<file path="src/wdog_pkg.sv">
/*
 Package for the software watchdog and fault unit: register map, field
 positions, reset values, action codes and timing constants.
 Assumes a 20 MHz system clock and a 32-bit Avalon-MM register bus.
*/
package wdog_pkg;

	localparam int CLK_HZ = 20000000;
	localparam int TICK_MS = 1;
	localparam int TICK_CYCLES = (CLK_HZ / 1000) * TICK_MS;

	localparam logic [15:0] INTERVAL_MAX = 16'hfffe;
	localparam logic [15:0] INTERVAL_RESET = 16'h03e8;

	localparam int N_TTL = 8;
	localparam int N_ISO = 8;

	// word-aligned byte addresses
	localparam logic [4:0] ADDR_CTRL = 5'h00;
	localparam logic [4:0] ADDR_INTERVAL = 5'h04;
	localparam logic [4:0] ADDR_SERVICE = 5'h08;
	localparam logic [4:0] ADDR_STATUS = 5'h0c;
	localparam logic [4:0] ADDR_IRQ_STAT = 5'h10;
	localparam logic [4:0] ADDR_IRQ_MASK = 5'h14;
	localparam logic [4:0] ADDR_SD_TTL = 5'h18;
	localparam logic [4:0] ADDR_SD_ISO = 5'h1c;

	// control fields
	localparam int CTRL_ARM = 0;
	localparam int CTRL_ACT_LO = 1;
	localparam int CTRL_SDEN = 3;

	// status fields
	localparam int ST_EXPIRED = 0;
	localparam int ST_HALTED = 1;
	localparam int ST_FAULT_RED = 2;
	localparam int ST_FORCED = 3;
	localparam int ST_SAFE_BOOT = 4;
	localparam int ST_COUNT_LO = 16;

	// interrupt fields
	localparam int IRQ_EXPIRE = 0;
	localparam int IRQ_OVERHEAT = 1;
	localparam logic [1:0] IRQ_RESET = 2'h0;

	localparam logic [31:0] UNMAPPED_READ = 32'h00000000;

	typedef enum logic [1:0] {
		ACT_INDICATE = 2'h0,
		ACT_LINE = 2'h1,
		ACT_SHUTDOWN = 2'h2
	} wd_action_t;

	// per-TTL shutdown state: two bits per output
	typedef enum logic [1:0] {
		SD_LOW = 2'h0,
		SD_HIGH = 2'h1,
		SD_HIZ = 2'h2
	} sd_ttl_t;

	typedef struct packed {
		logic [4:0] address;
		logic read;
		logic write;
		logic [31:0] writedata;
	} avmm_req_t;

	typedef struct packed {
		logic [31:0] readdata;
		logic waitrequest;
	} avmm_rsp_t;

	typedef struct packed {
		logic [N_TTL-1:0] out;
		logic [N_TTL-1:0] oe_n;
	} ttl_pins_t;

endpackage : wdog_pkg

</file>
<file path="src/wdog_fault_unit.sv">
/*
 Software watchdog and fault unit: millisecond countdown armed and
 serviced by software, three expiry actions, overheat halt, shutdown
 states for TTL and isolated outputs, Avalon-MM register slave and a
 masked level interrupt.
 Assumes pins (overheat, safe-boot switch) are asynchronous and are
 synchronised here; the system reset is the only way out of a halt.
*/
//
// Behaviour
// - countdown interval programmable in 1 ms steps, at most 65534 ms
// - software picks one expiry action: indicate, drive line, or shutdown
// - indicate action: expiry flag reads true when expired, false otherwise
// - indicate action: expiry flag stays set until software disarms
// - disarming returns watchdog I/O and the expiry flag to inactive, unless an expiry lands in the same cycle
// - line action: output line high when expired, low when not
// - line action: line stays high after expiry until disarm or a change of action, despite service
// - shutdown action: expiry halts processing and turns power-good red
// - shutdown action with shutdown mode: outputs forced to configured states
// - overheat halts, turns indicator red, forces outputs if shutdown mode
// - TTL shutdown state high, low or hi-Z; isolated state on or off
// - safe-boot switch on overrides shutdown mode; outputs never forced
// - any halt holds until system reset; clearing cause does not resume
`timescale 1ns/10ps
module wdog_fault_unit
(
	input wire logic CLK_IN,
	input wire logic RST_IN,
	input wdog_pkg::avmm_req_t AVM_REQ_IN,
	output wdog_pkg::avmm_rsp_t AVM_RSP_OUT,
	input wire logic OVERHEAT_IN,
	input wire logic SAFE_BOOT_IN,
	input wire logic [wdog_pkg::N_TTL-1:0] TTL_NORMAL_IN,
	input wire logic [wdog_pkg::N_ISO-1:0] ISO_NORMAL_IN,
	output wdog_pkg::ttl_pins_t TTL_PINS_OUT,
	output logic [wdog_pkg::N_ISO-1:0] ISO_OUT,
	output logic WDOG_LINE_OUT,
	output logic HALT_OUT,
	output logic POWER_RED_OUT,
	output logic IRQ_OUT
);
	import wdog_pkg::*;

	logic [1:0] overheat_sync;
	logic [1:0] safe_sync;
	logic armed;
	wd_action_t action;
	logic shutdown_en;
	logic [15:0] interval;
	logic [15:0] count;
	logic expired;
	logic halted;
	logic [1:0] irq_stat;
	logic [1:0] irq_mask;
	logic [2*N_TTL-1:0] sd_ttl;
	logic [N_ISO-1:0] sd_iso;
	logic tick;
	logic rd_pending;
	logic [31:0] next_readdata;
	logic [31:0] readdata;
	logic overheat_rise;
	logic overheat_prev;
	logic expire_event;
	logic forced;
	logic wr_ctrl;
	logic wr_interval;
	logic wr_service;
	logic wr_irq_stat;
	logic [15:0] wr_interval_val;
	logic [1:0] wr_action;
	logic wr_disarm;
	logic wr_irq_mask;
	logic wr_sd_ttl;
	logic wr_sd_iso;

	// one-cycle read wait: readdata registered, answer on the second edge
	assign AVM_RSP_OUT.waitrequest = AVM_REQ_IN.read && !rd_pending;
	assign AVM_RSP_OUT.readdata = readdata;

	assign wr_ctrl = AVM_REQ_IN.write && AVM_REQ_IN.address == ADDR_CTRL;
	assign wr_interval = AVM_REQ_IN.write && AVM_REQ_IN.address == ADDR_INTERVAL;
	assign wr_service = AVM_REQ_IN.write && AVM_REQ_IN.address == ADDR_SERVICE;
	assign wr_irq_stat = AVM_REQ_IN.write && AVM_REQ_IN.address == ADDR_IRQ_STAT;
	assign wr_irq_mask = AVM_REQ_IN.write && AVM_REQ_IN.address == ADDR_IRQ_MASK;
	assign wr_sd_ttl = AVM_REQ_IN.write && AVM_REQ_IN.address == ADDR_SD_TTL;
	assign wr_sd_iso = AVM_REQ_IN.write && AVM_REQ_IN.address == ADDR_SD_ISO;
	assign wr_disarm = wr_ctrl && !AVM_REQ_IN.writedata[CTRL_ARM];
	assign wr_action = AVM_REQ_IN.writedata[CTRL_ACT_LO+1:CTRL_ACT_LO];

	// clamp to the largest legal interval, zero becomes one tick
	always_comb
	begin
		wr_interval_val = AVM_REQ_IN.writedata[15:0];
		if (wr_interval_val > INTERVAL_MAX)
			wr_interval_val = INTERVAL_MAX;
		else if (wr_interval_val == 16'h0000)
			wr_interval_val = 16'h0001;
	end

	always_ff @(posedge CLK_IN or posedge RST_IN)
	begin
		if (RST_IN)
		begin
			overheat_sync <= 2'h0;
			safe_sync <= 2'h0;
		end
		else
		begin
			overheat_sync <= {overheat_sync[0], OVERHEAT_IN};
			safe_sync <= {safe_sync[0], SAFE_BOOT_IN};
		end
	end

	wdog_tick u_tick
	(
		.CLK_IN(CLK_IN),
		.RST_IN(RST_IN),
		.RUN_IN(armed && !expired && !halted),
		.TICK_OUT(tick)
	);

	// control word: arm, expiry action and shutdown enable
	always_ff @(posedge CLK_IN or posedge RST_IN)
	begin
		if (RST_IN)
		begin
			armed <= 1'b0;
			action <= ACT_INDICATE;
			shutdown_en <= 1'b0;
		end
		else if (wr_ctrl)
		begin
			armed <= AVM_REQ_IN.writedata[CTRL_ARM];
			// one action only; the unused code falls back to indicate
			if (wr_action == 2'(ACT_LINE))
				action <= ACT_LINE;
			else if (wr_action == 2'(ACT_SHUTDOWN))
				action <= ACT_SHUTDOWN;
			else
				action <= ACT_INDICATE;
			shutdown_en <= AVM_REQ_IN.writedata[CTRL_SDEN];
		end
	end

	// a new interval is used from the next reload, not mid-count
	always_ff @(posedge CLK_IN or posedge RST_IN)
	begin
		if (RST_IN)
			interval <= INTERVAL_RESET;
		else if (wr_interval)
			interval <= wr_interval_val;
	end

	always_ff @(posedge CLK_IN or posedge RST_IN)
	begin
		if (RST_IN)
			irq_mask <= IRQ_RESET;
		else if (wr_irq_mask)
			irq_mask <= AVM_REQ_IN.writedata[1:0];
	end

	// shutdown states stay writable while halted, so forcing can be reshaped
	always_ff @(posedge CLK_IN or posedge RST_IN)
	begin
		if (RST_IN)
		begin
			sd_ttl <= '0;
			sd_iso <= '0;
		end
		else
		begin
			if (wr_sd_ttl)
				sd_ttl <= AVM_REQ_IN.writedata[2*N_TTL-1:0];
			if (wr_sd_iso)
				sd_iso <= AVM_REQ_IN.writedata[N_ISO-1:0];
		end
	end

	// countdown
	always_ff @(posedge CLK_IN or posedge RST_IN)
	begin
		if (RST_IN)
			count <= INTERVAL_RESET;
		else if (!armed || wr_disarm)
			count <= interval;
		else if (wr_service && !expired)
			count <= interval;
		else if (tick && count != 16'h0000)
			count <= count - 16'h0001;
	end

	assign expire_event = armed && !expired && tick && count == 16'h0001;

	// expiry flag: sticky until disarm, service cannot clear it
	// an expiry landing with the disarm wins, so it is never lost
	always_ff @(posedge CLK_IN or posedge RST_IN)
	begin
		if (RST_IN)
			expired <= 1'b0;
		else if (expire_event)
			expired <= 1'b1;
		else if (wr_disarm)
			expired <= 1'b0;
	end

	// overheat edge only feeds the interrupt; the halt is level-caught
	always_ff @(posedge CLK_IN or posedge RST_IN)
	begin
		if (RST_IN)
			overheat_prev <= 1'b0;
		else
			overheat_prev <= overheat_sync[1];
	end

	assign overheat_rise = overheat_sync[1] && !overheat_prev;

	// halt latch: only the system reset releases it
	always_ff @(posedge CLK_IN or posedge RST_IN)
	begin
		if (RST_IN)
			halted <= 1'b0;
		else if (overheat_sync[1])
			halted <= 1'b1;
		else if (expire_event && action == ACT_SHUTDOWN)
			halted <= 1'b1;
	end

	// safe-boot switch overrides the software shutdown enable
	assign forced = halted && shutdown_en && !safe_sync[1];

	always_ff @(posedge CLK_IN or posedge RST_IN)
	begin
		if (RST_IN)
		begin
			HALT_OUT <= 1'b0;
			POWER_RED_OUT <= 1'b0;
			WDOG_LINE_OUT <= 1'b0;
		end
		else
		begin
			HALT_OUT <= halted;
			POWER_RED_OUT <= halted;
			WDOG_LINE_OUT <= armed && expired && action == ACT_LINE;
		end
	end

	// per-output drive: normal value, or shutdown state while forced
	genvar i;
	generate
		for (i = 0; i < N_TTL; i++)
		begin : g_ttl
			always_ff @(posedge CLK_IN or posedge RST_IN)
			begin
				if (RST_IN)
				begin
					TTL_PINS_OUT.out[i] <= 1'b0;
					TTL_PINS_OUT.oe_n[i] <= 1'b0;
				end
				else if (forced)
				begin
					TTL_PINS_OUT.out[i] <= sd_ttl[2*i+1:2*i] == 2'(SD_HIGH);
					TTL_PINS_OUT.oe_n[i] <= sd_ttl[2*i+1:2*i] == 2'(SD_HIZ);
				end
				else
				begin
					TTL_PINS_OUT.out[i] <= TTL_NORMAL_IN[i];
					TTL_PINS_OUT.oe_n[i] <= 1'b0;
				end
			end
		end
		for (i = 0; i < N_ISO; i++)
		begin : g_iso
			always_ff @(posedge CLK_IN or posedge RST_IN)
			begin
				if (RST_IN)
					ISO_OUT[i] <= 1'b0;
				else if (forced)
					ISO_OUT[i] <= sd_iso[i];
				else
					ISO_OUT[i] <= ISO_NORMAL_IN[i];
			end
		end
	endgenerate

	// sticky interrupt status, write one to clear; a new event wins
	always_ff @(posedge CLK_IN or posedge RST_IN)
	begin
		if (RST_IN)
			irq_stat <= IRQ_RESET;
		else
		begin
			irq_stat[IRQ_EXPIRE] <= expire_event ||
				(irq_stat[IRQ_EXPIRE] && !(wr_irq_stat && AVM_REQ_IN.writedata[IRQ_EXPIRE]));
			irq_stat[IRQ_OVERHEAT] <= overheat_rise ||
				(irq_stat[IRQ_OVERHEAT] && !(wr_irq_stat && AVM_REQ_IN.writedata[IRQ_OVERHEAT]));
		end
	end

	assign IRQ_OUT = |(irq_stat & irq_mask);

	always_comb
	begin
		next_readdata = UNMAPPED_READ;
		unique case (AVM_REQ_IN.address)
			ADDR_CTRL:
			begin
				next_readdata[CTRL_ARM] = armed;
				next_readdata[CTRL_ACT_LO+1:CTRL_ACT_LO] = action;
				next_readdata[CTRL_SDEN] = shutdown_en;
			end
			ADDR_INTERVAL:
				next_readdata[15:0] = interval;
			ADDR_STATUS:
			begin
				next_readdata[ST_EXPIRED] = expired;
				next_readdata[ST_HALTED] = halted;
				next_readdata[ST_FAULT_RED] = halted;
				next_readdata[ST_FORCED] = forced;
				next_readdata[ST_SAFE_BOOT] = safe_sync[1];
				next_readdata[ST_COUNT_LO+15:ST_COUNT_LO] = count;
			end
			ADDR_IRQ_STAT:
				next_readdata[1:0] = irq_stat;
			ADDR_IRQ_MASK:
				next_readdata[1:0] = irq_mask;
			ADDR_SD_TTL:
				next_readdata[2*N_TTL-1:0] = sd_ttl;
			ADDR_SD_ISO:
				next_readdata[N_ISO-1:0] = sd_iso;
			default:
				next_readdata = UNMAPPED_READ;
		endcase
	end

	always_ff @(posedge CLK_IN or posedge RST_IN)
	begin
		if (RST_IN)
		begin
			rd_pending <= 1'b0;
			readdata <= 32'h00000000;
		end
		else
		begin
			rd_pending <= AVM_REQ_IN.read && !rd_pending;
			if (AVM_REQ_IN.read && !rd_pending)
				readdata <= next_readdata;
		end
	end

endmodule : wdog_fault_unit

</file>
<file path="src/wdog_tick.sv">
/*
 Millisecond tick generator for the watchdog countdown.
 Assumes the package clock rate; runs only while enabled so each armed
 period starts from a full millisecond.
*/
`timescale 1ns/10ps
module wdog_tick
(
	input wire logic CLK_IN,
	input wire logic RST_IN,
	input wire logic RUN_IN,
	output logic TICK_OUT
);
	import wdog_pkg::*;

	localparam logic [14:0] TICK_LAST = 15'(TICK_CYCLES - 1);

	logic [14:0] count;

	always_ff @(posedge CLK_IN or posedge RST_IN)
	begin
		if (RST_IN)
		begin
			count <= 15'h0000;
			TICK_OUT <= 1'b0;
		end
		else if (!RUN_IN)
		begin
			count <= 15'h0000;
			TICK_OUT <= 1'b0;
		end
		else if (count == TICK_LAST)
		begin
			count <= 15'h0000;
			TICK_OUT <= 1'b1;
		end
		else
		begin
			count <= count + 15'h0001;
			TICK_OUT <= 1'b0;
		end
	end

endmodule : wdog_tick
</file>
<file path="config.mk">
export PLATFORM = sky130hd
export DESIGN_NAME = wdog_fault_unit
export DESIGN_NICKNAME = d
export VERILOG_FILES = /design/src/wdog_pkg.sv /design/src/wdog_fault_unit.sv /design/src/wdog_tick.sv
export SDC_FILE = /design/constraint.sdc
export NUM_CORES = 1
export LEC_CHECK = 0
export BUFFER_PORTS_ARGS = -buffer_cell sky130_fd_sc_hd__clkbuf_2
export CAP_MARGIN = 20
export CORE_ASPECT_RATIO = 0.6
export CORE_MARGIN = 1
export CORE_UTILIZATION = 31
export CTS_CLUSTER_DIAMETER = 200
export DETAILED_ROUTE_END_ITERATION = 7
export GPL_TIMING_DRIVEN = 0
export PLACE_DENSITY = 0.54
export SLEW_MARGIN = 20
export SYNTH_ARGS = -nofsm -noshare
export SYNTH_HDL_FRONTEND = slang
export SYNTH_SLANG_ARGS = --single-unit
</file>
<file path="constraint.sdc">
create_clock -name CLK_IN -period 12.4 [get_ports CLK_IN]
set_input_delay 1.24 -clock CLK_IN [delete_from_list [all_inputs] [get_ports CLK_IN]]
set_output_delay 1.24 -clock CLK_IN [all_outputs]
set_load 0.01 [all_outputs]
</file>
After elaboration in Yosys (flattened, before gate mapping)
Index checks and enable logic that the tools add are counted.
- input port bits: 59
- latch bits: 0
- logic and storage cells: 166
- memories: 0
- RAM bits: 0
- flip-flop bits (word level): 146
- ROM bits: 0
- output and inout port bits: 61
- bitwise logic cells: 1
- order comparisons: 1
- add/subtract/negate cells: 2
- reductions and logical operators: 44
- equal/unequal tests: 29
- divide/modulo/power cells: 0
- shift-type cells: 0
- multiplexer cells: 45
- $mul: 0
- operators by type and width (operator ; count):
    2-to-1 mux 16 bit ; 6
    2-to-1 mux 1 bit ; 30
    2-to-1 mux 15 bit ; 2
    logical AND 1 bit ; 25
    equality test 2 x 1 -> 1 bit, second input constant ; 10
    equality test 2 bit, second input constant ; 10
    equality test 5 bit, second input constant ; 4
    equality test 16 x 1 -> 1 bit, second input constant ; 1
    > comparator 16 bit, second input constant ; 1
    logical NOT 16 bit ; 1
    case mux 8 bit (2 select lines) ; 1
    nonzero test 16 bit ; 1
    subtractor 16 x 1 -> 16 bit, second input constant ; 1
    adder 15 x 1 -> 15 bit, second input constant ; 1
    equality test 15 bit, second input constant ; 1
    case mux 2 bit (7 select lines) ; 1
    equality test 5 x 4 -> 1 bit, second input constant ; 2
    case mux 2 bit (5 select lines) ; 1
    logical NOT 1 bit ; 9
    case mux 3 bit (3 select lines) ; 1
    equality test 5 x 3 -> 1 bit, second input constant ; 1
    logical NOT 5 bit ; 1
    2-to-1 mux 2 bit ; 2
    case mux 1 bit (4 select lines) ; 1
    other kinds (5) ; 8

Depth between registers and ports, before layout
Gate-level depths: netlist of the first run.
- depth in word-level cells: 7
- depth in mapped cells: 8
- mapped depth without buffers: 7

Cells and area by module
From an unflattened synthesis of the first run, not the netlist that was laid out.
- cells, all modules: 568
- area, all modules: 6525.0 µm²
- modules (own cells, without submodules) (module ; area an instance (µm²) ; instances ; cells each ; seq. area each (µm²)):
    wdog_fault_unit ; 5719.2 ; 1 ; 492 ; 3268.1
    wdog_tick ; 805.8 ; 1 ; 76 ; 400.4

Least setup slack after synthesis of the first run
OpenSTA, ideal clock, no wires.
- path type: in2reg
- from: input port AVM_REQ_IN[38] (netlist bit)
- to: register sd_ttl[2]
- required time: 12.272 ns
- path slack: 9.375 ns
- arrival: 2.897 ns
- stages: 6
- library setup time: 0.128 ns
- path buffers: 2
- cells stage by stage: buf_2 or3b_2 nor3b_4 nand2_2 buf_2 mux2_1
- longest elaborated chain between the ends: 2
- ends and longest elaborated chain (element ; RTL line ; text):
    start: declaration ; wdog_fault_unit.sv:29 ; input wdog_pkg::avmm_req_t AVM_REQ_IN,
    equality test 5 bit ; wdog_fault_unit.sv:85 ; assign wr_sd_ttl = AVM_REQ_IN.write && AVM_REQ_IN.address == ADDR_SD_TTL;
    logical AND 1 bit ; wdog_fault_unit.sv:85 ;
    end signal: assignment ; wdog_fault_unit.sv:173 ; sd_ttl <= AVM_REQ_IN.writedata[2*N_TTL-1:0];
    end: declaration ; wdog_fault_unit.sv:55 ; logic [2*N_TTL-1:0] sd_ttl;
Every way passes these cells.
A chain may end at the register's enable or synchronous reset.

==> results of run 1 <==
-- per-layer routing --
| layer | vias up | part of all wire | global-route usage |
|---|---|---|---|
| li1 | 2282 | - | - |
| met1 | 2465 | 0.54 | 0.268 |
| met2 | 154 | 0.40 | 0.231 |
| met3 | 7 | 0.058 | 0.0481 |
| met4 | 0 | 0.0040 | 0.0333 |
| met5 | - | 0 | 0 |
-- flip-flops by register name (all words and copies together) (netlist names), 8 cells and up --
name and count:
u_tick.count 15, count 16, sd_ttl 16, TTL_PINS_OUT 16, interval 16, readdata 32, sd_iso 8, ISO_OUT 8
-- critical path, delay by kind of cell --
family / cells / cell delay [ns]
buffers and inverters: 4 / 1.11
AND/OR/NAND/NOR: 1 / 0.07
-- layout by cell type (no fill, tap or decap), types with 9 or more instances in the layout --
cell and n:
sky130_fd_sc_hd__a22o_1 20, sky130_fd_sc_hd__nor3b_1 9, sky130_fd_sc_hd__clkbuf_2 99, sky130_fd_sc_hd__dfstp_2 12
sky130_fd_sc_hd__inv_1 9, sky130_fd_sc_hd__nand2b_1 15, sky130_fd_sc_hd__nand2_1 69, sky130_fd_sc_hd__a221oi_1 12
sky130_fd_sc_hd__dfrtp_1 134, sky130_fd_sc_hd__xor2_1 15, sky130_fd_sc_hd__o22a_1 14, sky130_fd_sc_hd__clkbuf_16 17
sky130_fd_sc_hd__clkbuf_1 19, sky130_fd_sc_hd__nand4_1 13, sky130_fd_sc_hd__o21ai_0 29, sky130_fd_sc_hd__nor2_1 49
sky130_fd_sc_hd__nand3_1 9, sky130_fd_sc_hd__mux2_2 27
-- final cells by class --
cell class,instances,share of cell area
inverter,12,0.00670
tap,273,0.0435
multi-input combinational,378,0.321
clock buffer,18,0.0547
timing repair buffer,100,0.0666
buffer,28,0.0159
clock inverter,14,0.0241
sequential,146,0.467
-- per-stage QoR --
stage	setup slack [ns]	cell area, um2	hold slack [ns]	utilization
after global placement	5.79	7180	0.336	0.359
after detailed placement	8.70	7230	0.343	0.361
after CTS	8.76	7840	0.356	0.392
final	8.73	7850	0.355	0.392
after floorplan	7.26	6350	0.331	-
after global routing	8.69	7850	0.364	0.392
-- logic make-up after synthesis --
kind of cell	synth area share
AND/OR/NAND/NOR	0.175
buffers and inverters	0.0268
XOR/XNOR	0.0276
AO/OA/AOI/OAI	0.119
flip-flops	0.578
multiplexers	0.0676
adder cells (fa/ha/maj)	0.00591
-- worst max path at each step --
stage | start | endpoint | cells past startpoint
3_3_place_gp | RST_IN | TTL_PINS_OUT[14]$_DFF_PP0_ | 2
5_1_grt | AVM_REQ_IN[33] | AVM_RSP_OUT[0] | 5
6_report | AVM_REQ_IN[33] | AVM_RSP_OUT[0] | 5
2_1_floorplan | RST_IN | ISO_OUT[0]$_DFF_PP0_ | 1
3_5_place_dp | AVM_REQ_IN[38] | readdata[23]$_DFFE_PP0P_ | 7
4_1_cts | AVM_REQ_IN[33] | AVM_RSP_OUT[0] | 5
-- power groups by stage --
stage	combinational [mW]	clock [mW]	sequential (mW)
finish	0.181	0.545	0.615
floorplan	0.119	0	0.604
detailed placement	0.181	0	0.622
global route	0.201	0.577	0.625
global placement	0.174	0	0.620
CTS	0.182	0.554	0.614
==> results.rst, run 1 <==
.. list-table::
   :header-rows: 1

   * - Metric
     - Value
   * - Power density of the placed cells
     - 171 nW/um2
   * - Maximum capacitance violations
     - 0
   * - Net count after synthesis
     - 626
   * - Longest Clk Path Bufs
     - 2
   * - Antenna viol nets, final
     - 0
   * - Final weighted congestion in routability-driven placement
     - around 0.84
   * - CTS sink count
     - 146
   * - Share of the cycle needed by the critical path after routing
     - 0.296
   * - Fill cell instance count of the final layout
     - 1,964
   * - Synthesized cell area
     - about 6300 um2
   * - Final #Nets
     - 745
   * - Via count of the first global-routing pass
     - 4,853
   * - Number of synthesized register bits
     - 146
   * - Unrepaired setup endpoints after global routing
     - no
   * - Drt initial violations
     - 350
   * - Pint
     - approximately 0.97 mW
   * - Initial Util
     - 0.317
   * - Die area
     - 21,100 um2
   * - Port buffer count
     - 99
   * - Root buf cell
     - sky130_fd_sc_hd__clkbuf_16
   * - Top Ports
     - 120
   * - Placed Instances
     - 937
   * - Setup slack of the worst register-to-register path
     - 9.93 ns
   * - Final-report setup violation count
     - 0
   * - Row count
     - 40
   * - Final min period
     - 3.67 ns
   * - Clock slew seen by the registers of the worst setup and hold paths
     - 0.06 ns
   * - Portion of synthesized cell area occupied by the leading cell type
     - 0.528
   * - Cts-stage hold buffer count
     - 0
   * - Worst-case headroom to the max-slew limit
     - 0.326
   * - Via count
     - 4,908
   * - Ys Warns
     - 0
   * - Core area
     - 20,000 um2
   * - Area of combinational cells with multiple inputs
     - 2520 um2
   * - Setup tns final
     - 0 ns
   * - Router iterations before antenna repair
     - 5
   * - Leak Pwr
     - 3.55 nW
   * - Hold Fails Final Rpt
     - 0
   * - Maximum clock rate
     - 0.273 GHz
   * - Launch point of the worst hold path
     - safe_sync[0]$_DFF_PP0_
   * - Post-synthesis cell type with the largest combined area
     - sky130_fd_sc_hd__dfrtp_1
   * - Critical Path Sink Type
     - primary output
   * - Setup repair bufs after CTS
     - 0
   * - EDFF count, synth
     - 0
   * - Post-cts gate resize count
     - 0
   * - Number of DRC violations after detailed routing
     - 0
   * - Die outline width
     - between 150 and 200 um
   * - Biggest cell delay along the critical path
     - 0.56 ns
   * - Level count of the clock H-tree
     - 4
   * - Net switching component of the power
     - 0.376 mW
   * - Die Y-Extent
     - about 110 um
   * - Worst R2R End
     - halted$_DFFE_PP0P_
   * - Tot GR Track Use
     - 0.171
   * - Proportion of layout cells with a drive suffix above 1
     - 0.284
   * - Switching part of the total power
     - 0.280
   * - Total power consumption of the routed design
     - 1.34 mW
   * - Required time reported for the critical path endpoint
     - 11.16 ns
   * - Share of synthesized registers carrying an async set or reset
     - 1.00
   * - Routed vias/inst
     - 5.07
   * - Run status
     - completed
   * - Pin count of the biggest net entering global routing
     - 100
   * - Post-synth cell types
     - between 50 and 60
   * - Area used by sequential logic in the layout
     - 3670 um2
   * - Slew of the pin with the lowest slew margin
     - 0.986 ns
   * - Largest cells by area after synthesis
     - sky130_fd_sc_hd__dfrtp_1 (53%), sky130_fd_sc_hd__dfstp_2 (5.0%), sky130_fd_sc_hd__mux2_2 (4.8%)
   * - Clock Power Share
     - 0.406
   * - Power share of the combinational group
     - 0.135
   * - Worst supply voltage drop on vdd
     - 0.000105 V
   * - Antenna violations before repair
     - 0
   * - Number of buffers inserted during clock tree synthesis
     - 17
   * - Most repeated cell in the gate-level netlist after synthesis
     - sky130_fd_sc_hd__dfrtp_1
   * - Number of non-filler instances in the completed layout
     - 969
   * - Flip-flop cell with the highest count after synthesis
     - sky130_fd_sc_hd__dfrtp_1
   * - End point of the worst hold path
     - safe_sync[1]$_DFF_PP0_
   * - Maximum fanout along the worst path
     - 11
   * - Worst setup path class
     - in -> out
   * - Cell with the most instances on the worst path
     - sky130_fd_sc_hd__clkbuf_2
   * - First-pass GRT wire length
     - 27.5 mm
   * - Sort of element at the start of the critical path
     - primary input
   * - CTS tree
     - built
   * - Drt wl/cell
     - about 18 um
   * - Area added between synthesis and finish
     - 23.7%
   * - Clock latency on the worst-skew pair
     - 0.43 ns
   * - Avg Inst Size Synth
     - 11.3 um2
   * - Post-synth top cells
     - sky130_fd_sc_hd__dfrtp_1 (134), sky130_fd_sc_hd__nand2_1 (69), sky130_fd_sc_hd__nor2_1 (49), sky130_fd_sc_hd__o21ai_0 (29), sky130_fd_sc_hd__mux2_2 (27)
   * - Worst clock skew
     - ~0.0087 ns
   * - Share of total power in sequential cells
     - 0.459
   * - Detailed placer's ending HPWL
     - 12.7 mm
   * - CP arrival
     - 2.43 ns
   * - Cell depth of the worst min-delay path
     - 0
   * - Cells after Synth
     - around 560
   * - N_diodes
     - 0
   * - Overall routed net length
     - 17.4 mm
   * - Critical path's slowest cell
     - sky130_fd_sc_hd__clkbuf_1
   * - Ordered list of cells on the worst path
     - clkbuf_2 -> nand2b_1 -> clkbuf_1 -> inv_2 -> clkbuf_2
   * - Worst-case reg-to-reg path depth
     - 5
   * - Critical register-to-register path startpoint
     - count[4]$_DFFE_PP0P_
   * - Worst hold path type
     - reg -> reg
   * - Fin. max-slew vios
     - 0
   * - Part of the Yosys area used for sequential elements
     - 0.578
   * - Total congestion overflow
     - 0
Note: power is estimated with default switching activity, not from simulation.
==> run 2, diff against run 1 <==
==> constraint.sdc (replaced) <==
create_clock -name CLK_IN -period 3.42 [get_ports CLK_IN]
set_input_delay 0.342 -clock CLK_IN [delete_from_list [all_inputs] [get_ports CLK_IN]]
set_output_delay 0.342 -clock CLK_IN [all_outputs]
set_load 0.01 [all_outputs]
==> run 2 against run 1 <==
  * Clock skew is 0.0022 ns lower
  * Combinational power grew to 3.7 times the previous value
  * Sequential share of layout area is 0.14 points higher
  * Register-to-register slack worse by 9.0 ns
  * Setup slack worse by 7.8 ns
  * Die area stayed put
  * Total power grew to 3.4 times the previous value
  * Critical path depth is 3 higher
  * Largest cell class unchanged
  * Largest power group unchanged
==> results.rst, run 2 (synthesis results as in run 1) <==
.. list-table::
   :header-rows: 1

   * - Metric
     - Value
   * - Run status
     - completed
   * - Maximum capacitance violations
     - 0
   * - Core area
     - 20,000 um2
   * - Number of DRC violations after detailed routing
     - 0
   * - Ordered list of cells on the worst path
     - inv_1 -> ha_1 -> or4b_2 -> or4_4 -> buf_6 -> nand4_2 -> mux2i_1 -> o21ai_1
   * - First-pass GRT wire length
     - 27.7 mm
   * - Overall routed net length
     - 17.4 mm
   * - Sort of element at the start of the critical path
     - register
   * - Final weighted congestion in routability-driven placement
     - 0.831
   * - Clock latency on the worst-skew pair
     - 0.42 ns
   * - Number of buffers inserted during clock tree synthesis
     - 17
   * - Level count of the clock H-tree
     - 4
   * - Via count
     - slightly below 5,000
   * - Number of flip-flops under the largest register name
     - 32
   * - Detailed-routing wirelength on met1
     - ~9.0 mm
   * - Leak Pwr
     - 3.54 nW
   * - Worst supply voltage drop on vdd
     - 0.000392 V
   * - Pin count of the biggest net entering global routing
     - 34
   * - Tot GR Track Use
     - 0.172
   * - Antenna viol nets, final
     - 0
   * - Worst clock skew
     - 0.00646 ns
   * - Final-report setup violation count
     - 0
   * - Total congestion overflow
     - 0
   * - Power density of the placed cells
     - 587 nW/um2
   * - Fin. max-slew vios
     - 0
   * - Critical Path Sink Type
     - register
   * - Detailed placer's ending HPWL
     - 13.1 mm
   * - Die Y-Extent
     - 113 um
   * - Maximum fanout along the worst path
     - 8
   * - Buf/Inv on CP
     - 2
   * - N_diodes
     - 0
   * - Die area
     - 21,100 um2
   * - Worst Setup SP
     - count[0]$_DFFE_PP0P_
   * - Initial Util
     - 0.317
   * - Proportion of layout cells with a drive suffix above 1
     - 0.284
   * - Biggest register
     - readdata
   * - CP arrival
     - 2.76 ns
   * - Die outline width
     - between 150 and 200 um
   * - Setup tns final
     - 0 ns
   * - Longest Clk Path Bufs
     - 2
   * - Commonest cells after routing, fill and taps aside
     - sky130_fd_sc_hd__dfrtp_1 (134), sky130_fd_sc_hd__clkbuf_2 (99), sky130_fd_sc_hd__nand2_1 (69), sky130_fd_sc_hd__nor2_1 (49), sky130_fd_sc_hd__o21ai_0 (29)
   * - Commonest non-fill, non-tap cell in the layout
     - sky130_fd_sc_hd__dfrtp_1
   * - Final min period
     - 2.47 ns
   * - Top sig layer
     - met4
   * - Cell area after placement
     - 7270 um2
   * - Final #Nets
     - 749
   * - Category of cells accounting for the largest share of critical-path delay
     - simple AND/OR/NAND/NOR gates
   * - Detailed route wirelength on metal2
     - 7.22 mm
   * - Routed length on met3
     - 1.08 mm
   * - Worst-case headroom to the max-slew limit
     - 0.292
   * - Critical register-to-register path startpoint
     - count[0]$_DFFE_PP0P_
   * - Hold Fails Final Rpt
     - 0
   * - CTS sink count
     - 146
   * - Worst setup path class
     - reg -> reg
   * - Required time reported for the critical path endpoint
     - 3.71 ns
   * - Port buffer count
     - between 90 and 100
   * - Via count of the first global-routing pass
     - 5,021
   * - Router iterations before antenna repair
     - 5
   * - Routed vias/inst
     - 5.08
   * - Top Ports
     - 120
   * - Drt wl/cell
     - 17.9 um
   * - Critical path's slowest cell
     - sky130_fd_sc_hd__or4b_2
   * - Launch point of the worst hold path
     - SAFE_BOOT_IN
   * - Maximum clock rate
     - approximately 0.41 GHz
   * - Slew of the pin with the lowest slew margin
     - between 1 and 1.5 ns
   * - Share of the cycle needed by the critical path after routing
     - 0.721
   * - Unrepaired setup endpoints after global routing
     - no
   * - Total power consumption of the routed design
     - 4.59 mW
   * - Post-route cell area
     - 7830 um2
   * - Drt initial violations
     - 339
   * - Antenna violations before repair
     - 0
   * - CTS tree
     - built
   * - Final standard cell utilization of the core
     - 0.391
   * - Root buf cell
     - sky130_fd_sc_hd__clkbuf_16
   * - Clock slew seen by the registers of the worst setup and hold paths
     - roughly 0.06 ns
   * - Worst hold path type
     - in -> reg
   * - Row count
     - 40
   * - Area added between synthesis and finish
     - 23.3%
   * - Biggest cell delay along the critical path
     - 0.59 ns
## run 2: cell types whose count changed in the layout (fill, tap and decap cells not counted)
cell	delta
sky130_fd_sc_hd__buf_12	+4
sky130_fd_sc_hd__buf_16	-1
sky130_fd_sc_hd__bufinv_16	-4
sky130_fd_sc_hd__clkbuf_1	+2
sky130_fd_sc_hd__clkbuf_8	+3
sky130_fd_sc_hd__clkinv_2	+1
sky130_fd_sc_hd__clkinv_4	-1
sky130_fd_sc_hd__dlygate4sd3_1	+1
sky130_fd_sc_hd__inv_8	-1
## run 2: layout make-up
| type | count | area, um2 |
|---|---|---|
| Clock buffer | 23 | 478 |
| Clock inverter | 9 | 57.6 |
| Sequential cell | 146 | 3670 |
| Inverter | 12 | 48.8 |
| Buffer | 28 | 125 |
| Multi-Input combinational cell | 378 | 2520 |
| Tap cell | 273 | 342 |
| Timing Repair Buffer | 104 | 586 |
| Fill cell | 1985 | 12200 |
## run 2: worst paths after layout
kind,end,slack (ns),cells after the start
hold reg to reg,safe_sync[1]$_DFF_PP0_,0.35,0
setup / recovery,count[15]$_DFFE_PP0P_,0.95,8
min in group asynchronous,overheat_sync[0]$_DFF_PP0_,0.49,3
hold / removal,safe_sync[0]$_DFF_PP0_,0.02,1
setup reg to reg,count[15]$_DFFE_PP0P_,0.95,8
max in group asynchronous,readdata[28]$_DFFE_PP0P_,1.90,6
## run 2: stage by stage
stage	setup WS, ns	hold WS, ns	std cells
floorplan	1.18	0.331	564
global placement	0.394	0.336	936
detailed placement	0.614	0.336	940
CTS	0.909	0.00817	973
global route	0.853	0.00453	973
finish	0.953	0.0220	973
## run 2: worst reg2reg max path, delay by kind of cell (launching register included)
family / cells / cell delay, ns
compound gates: 1 / 0.08
simple gates: 3 / 1.13
buf+inv: 2 / 0.25
flops: 1 / 0.46
fa+ha+maj: 1 / 0.22
mux: 1 / 0.20
## run 2: where the power goes
part,switching [mW],internal (mW)
clock network,0.712,0.979
registers,0.250,1.99
logic,0.361,0.302
total,1.32,3.27
## run 2: per-layer routing
layer / up-vias / global-route usage
li1: 2281 / -
met1: 2482 / 0.258
met2: 167 / 0.239
met3: 10 / 0.0527
met4: 0 / 0.0399
met5: - / 0
## run 2: timing repair
item	in CTS	in global routing
hold buffers	1	0
resized for setup	0	0
endpoints found under the hold margin	20	0
buffers inserted	0	0
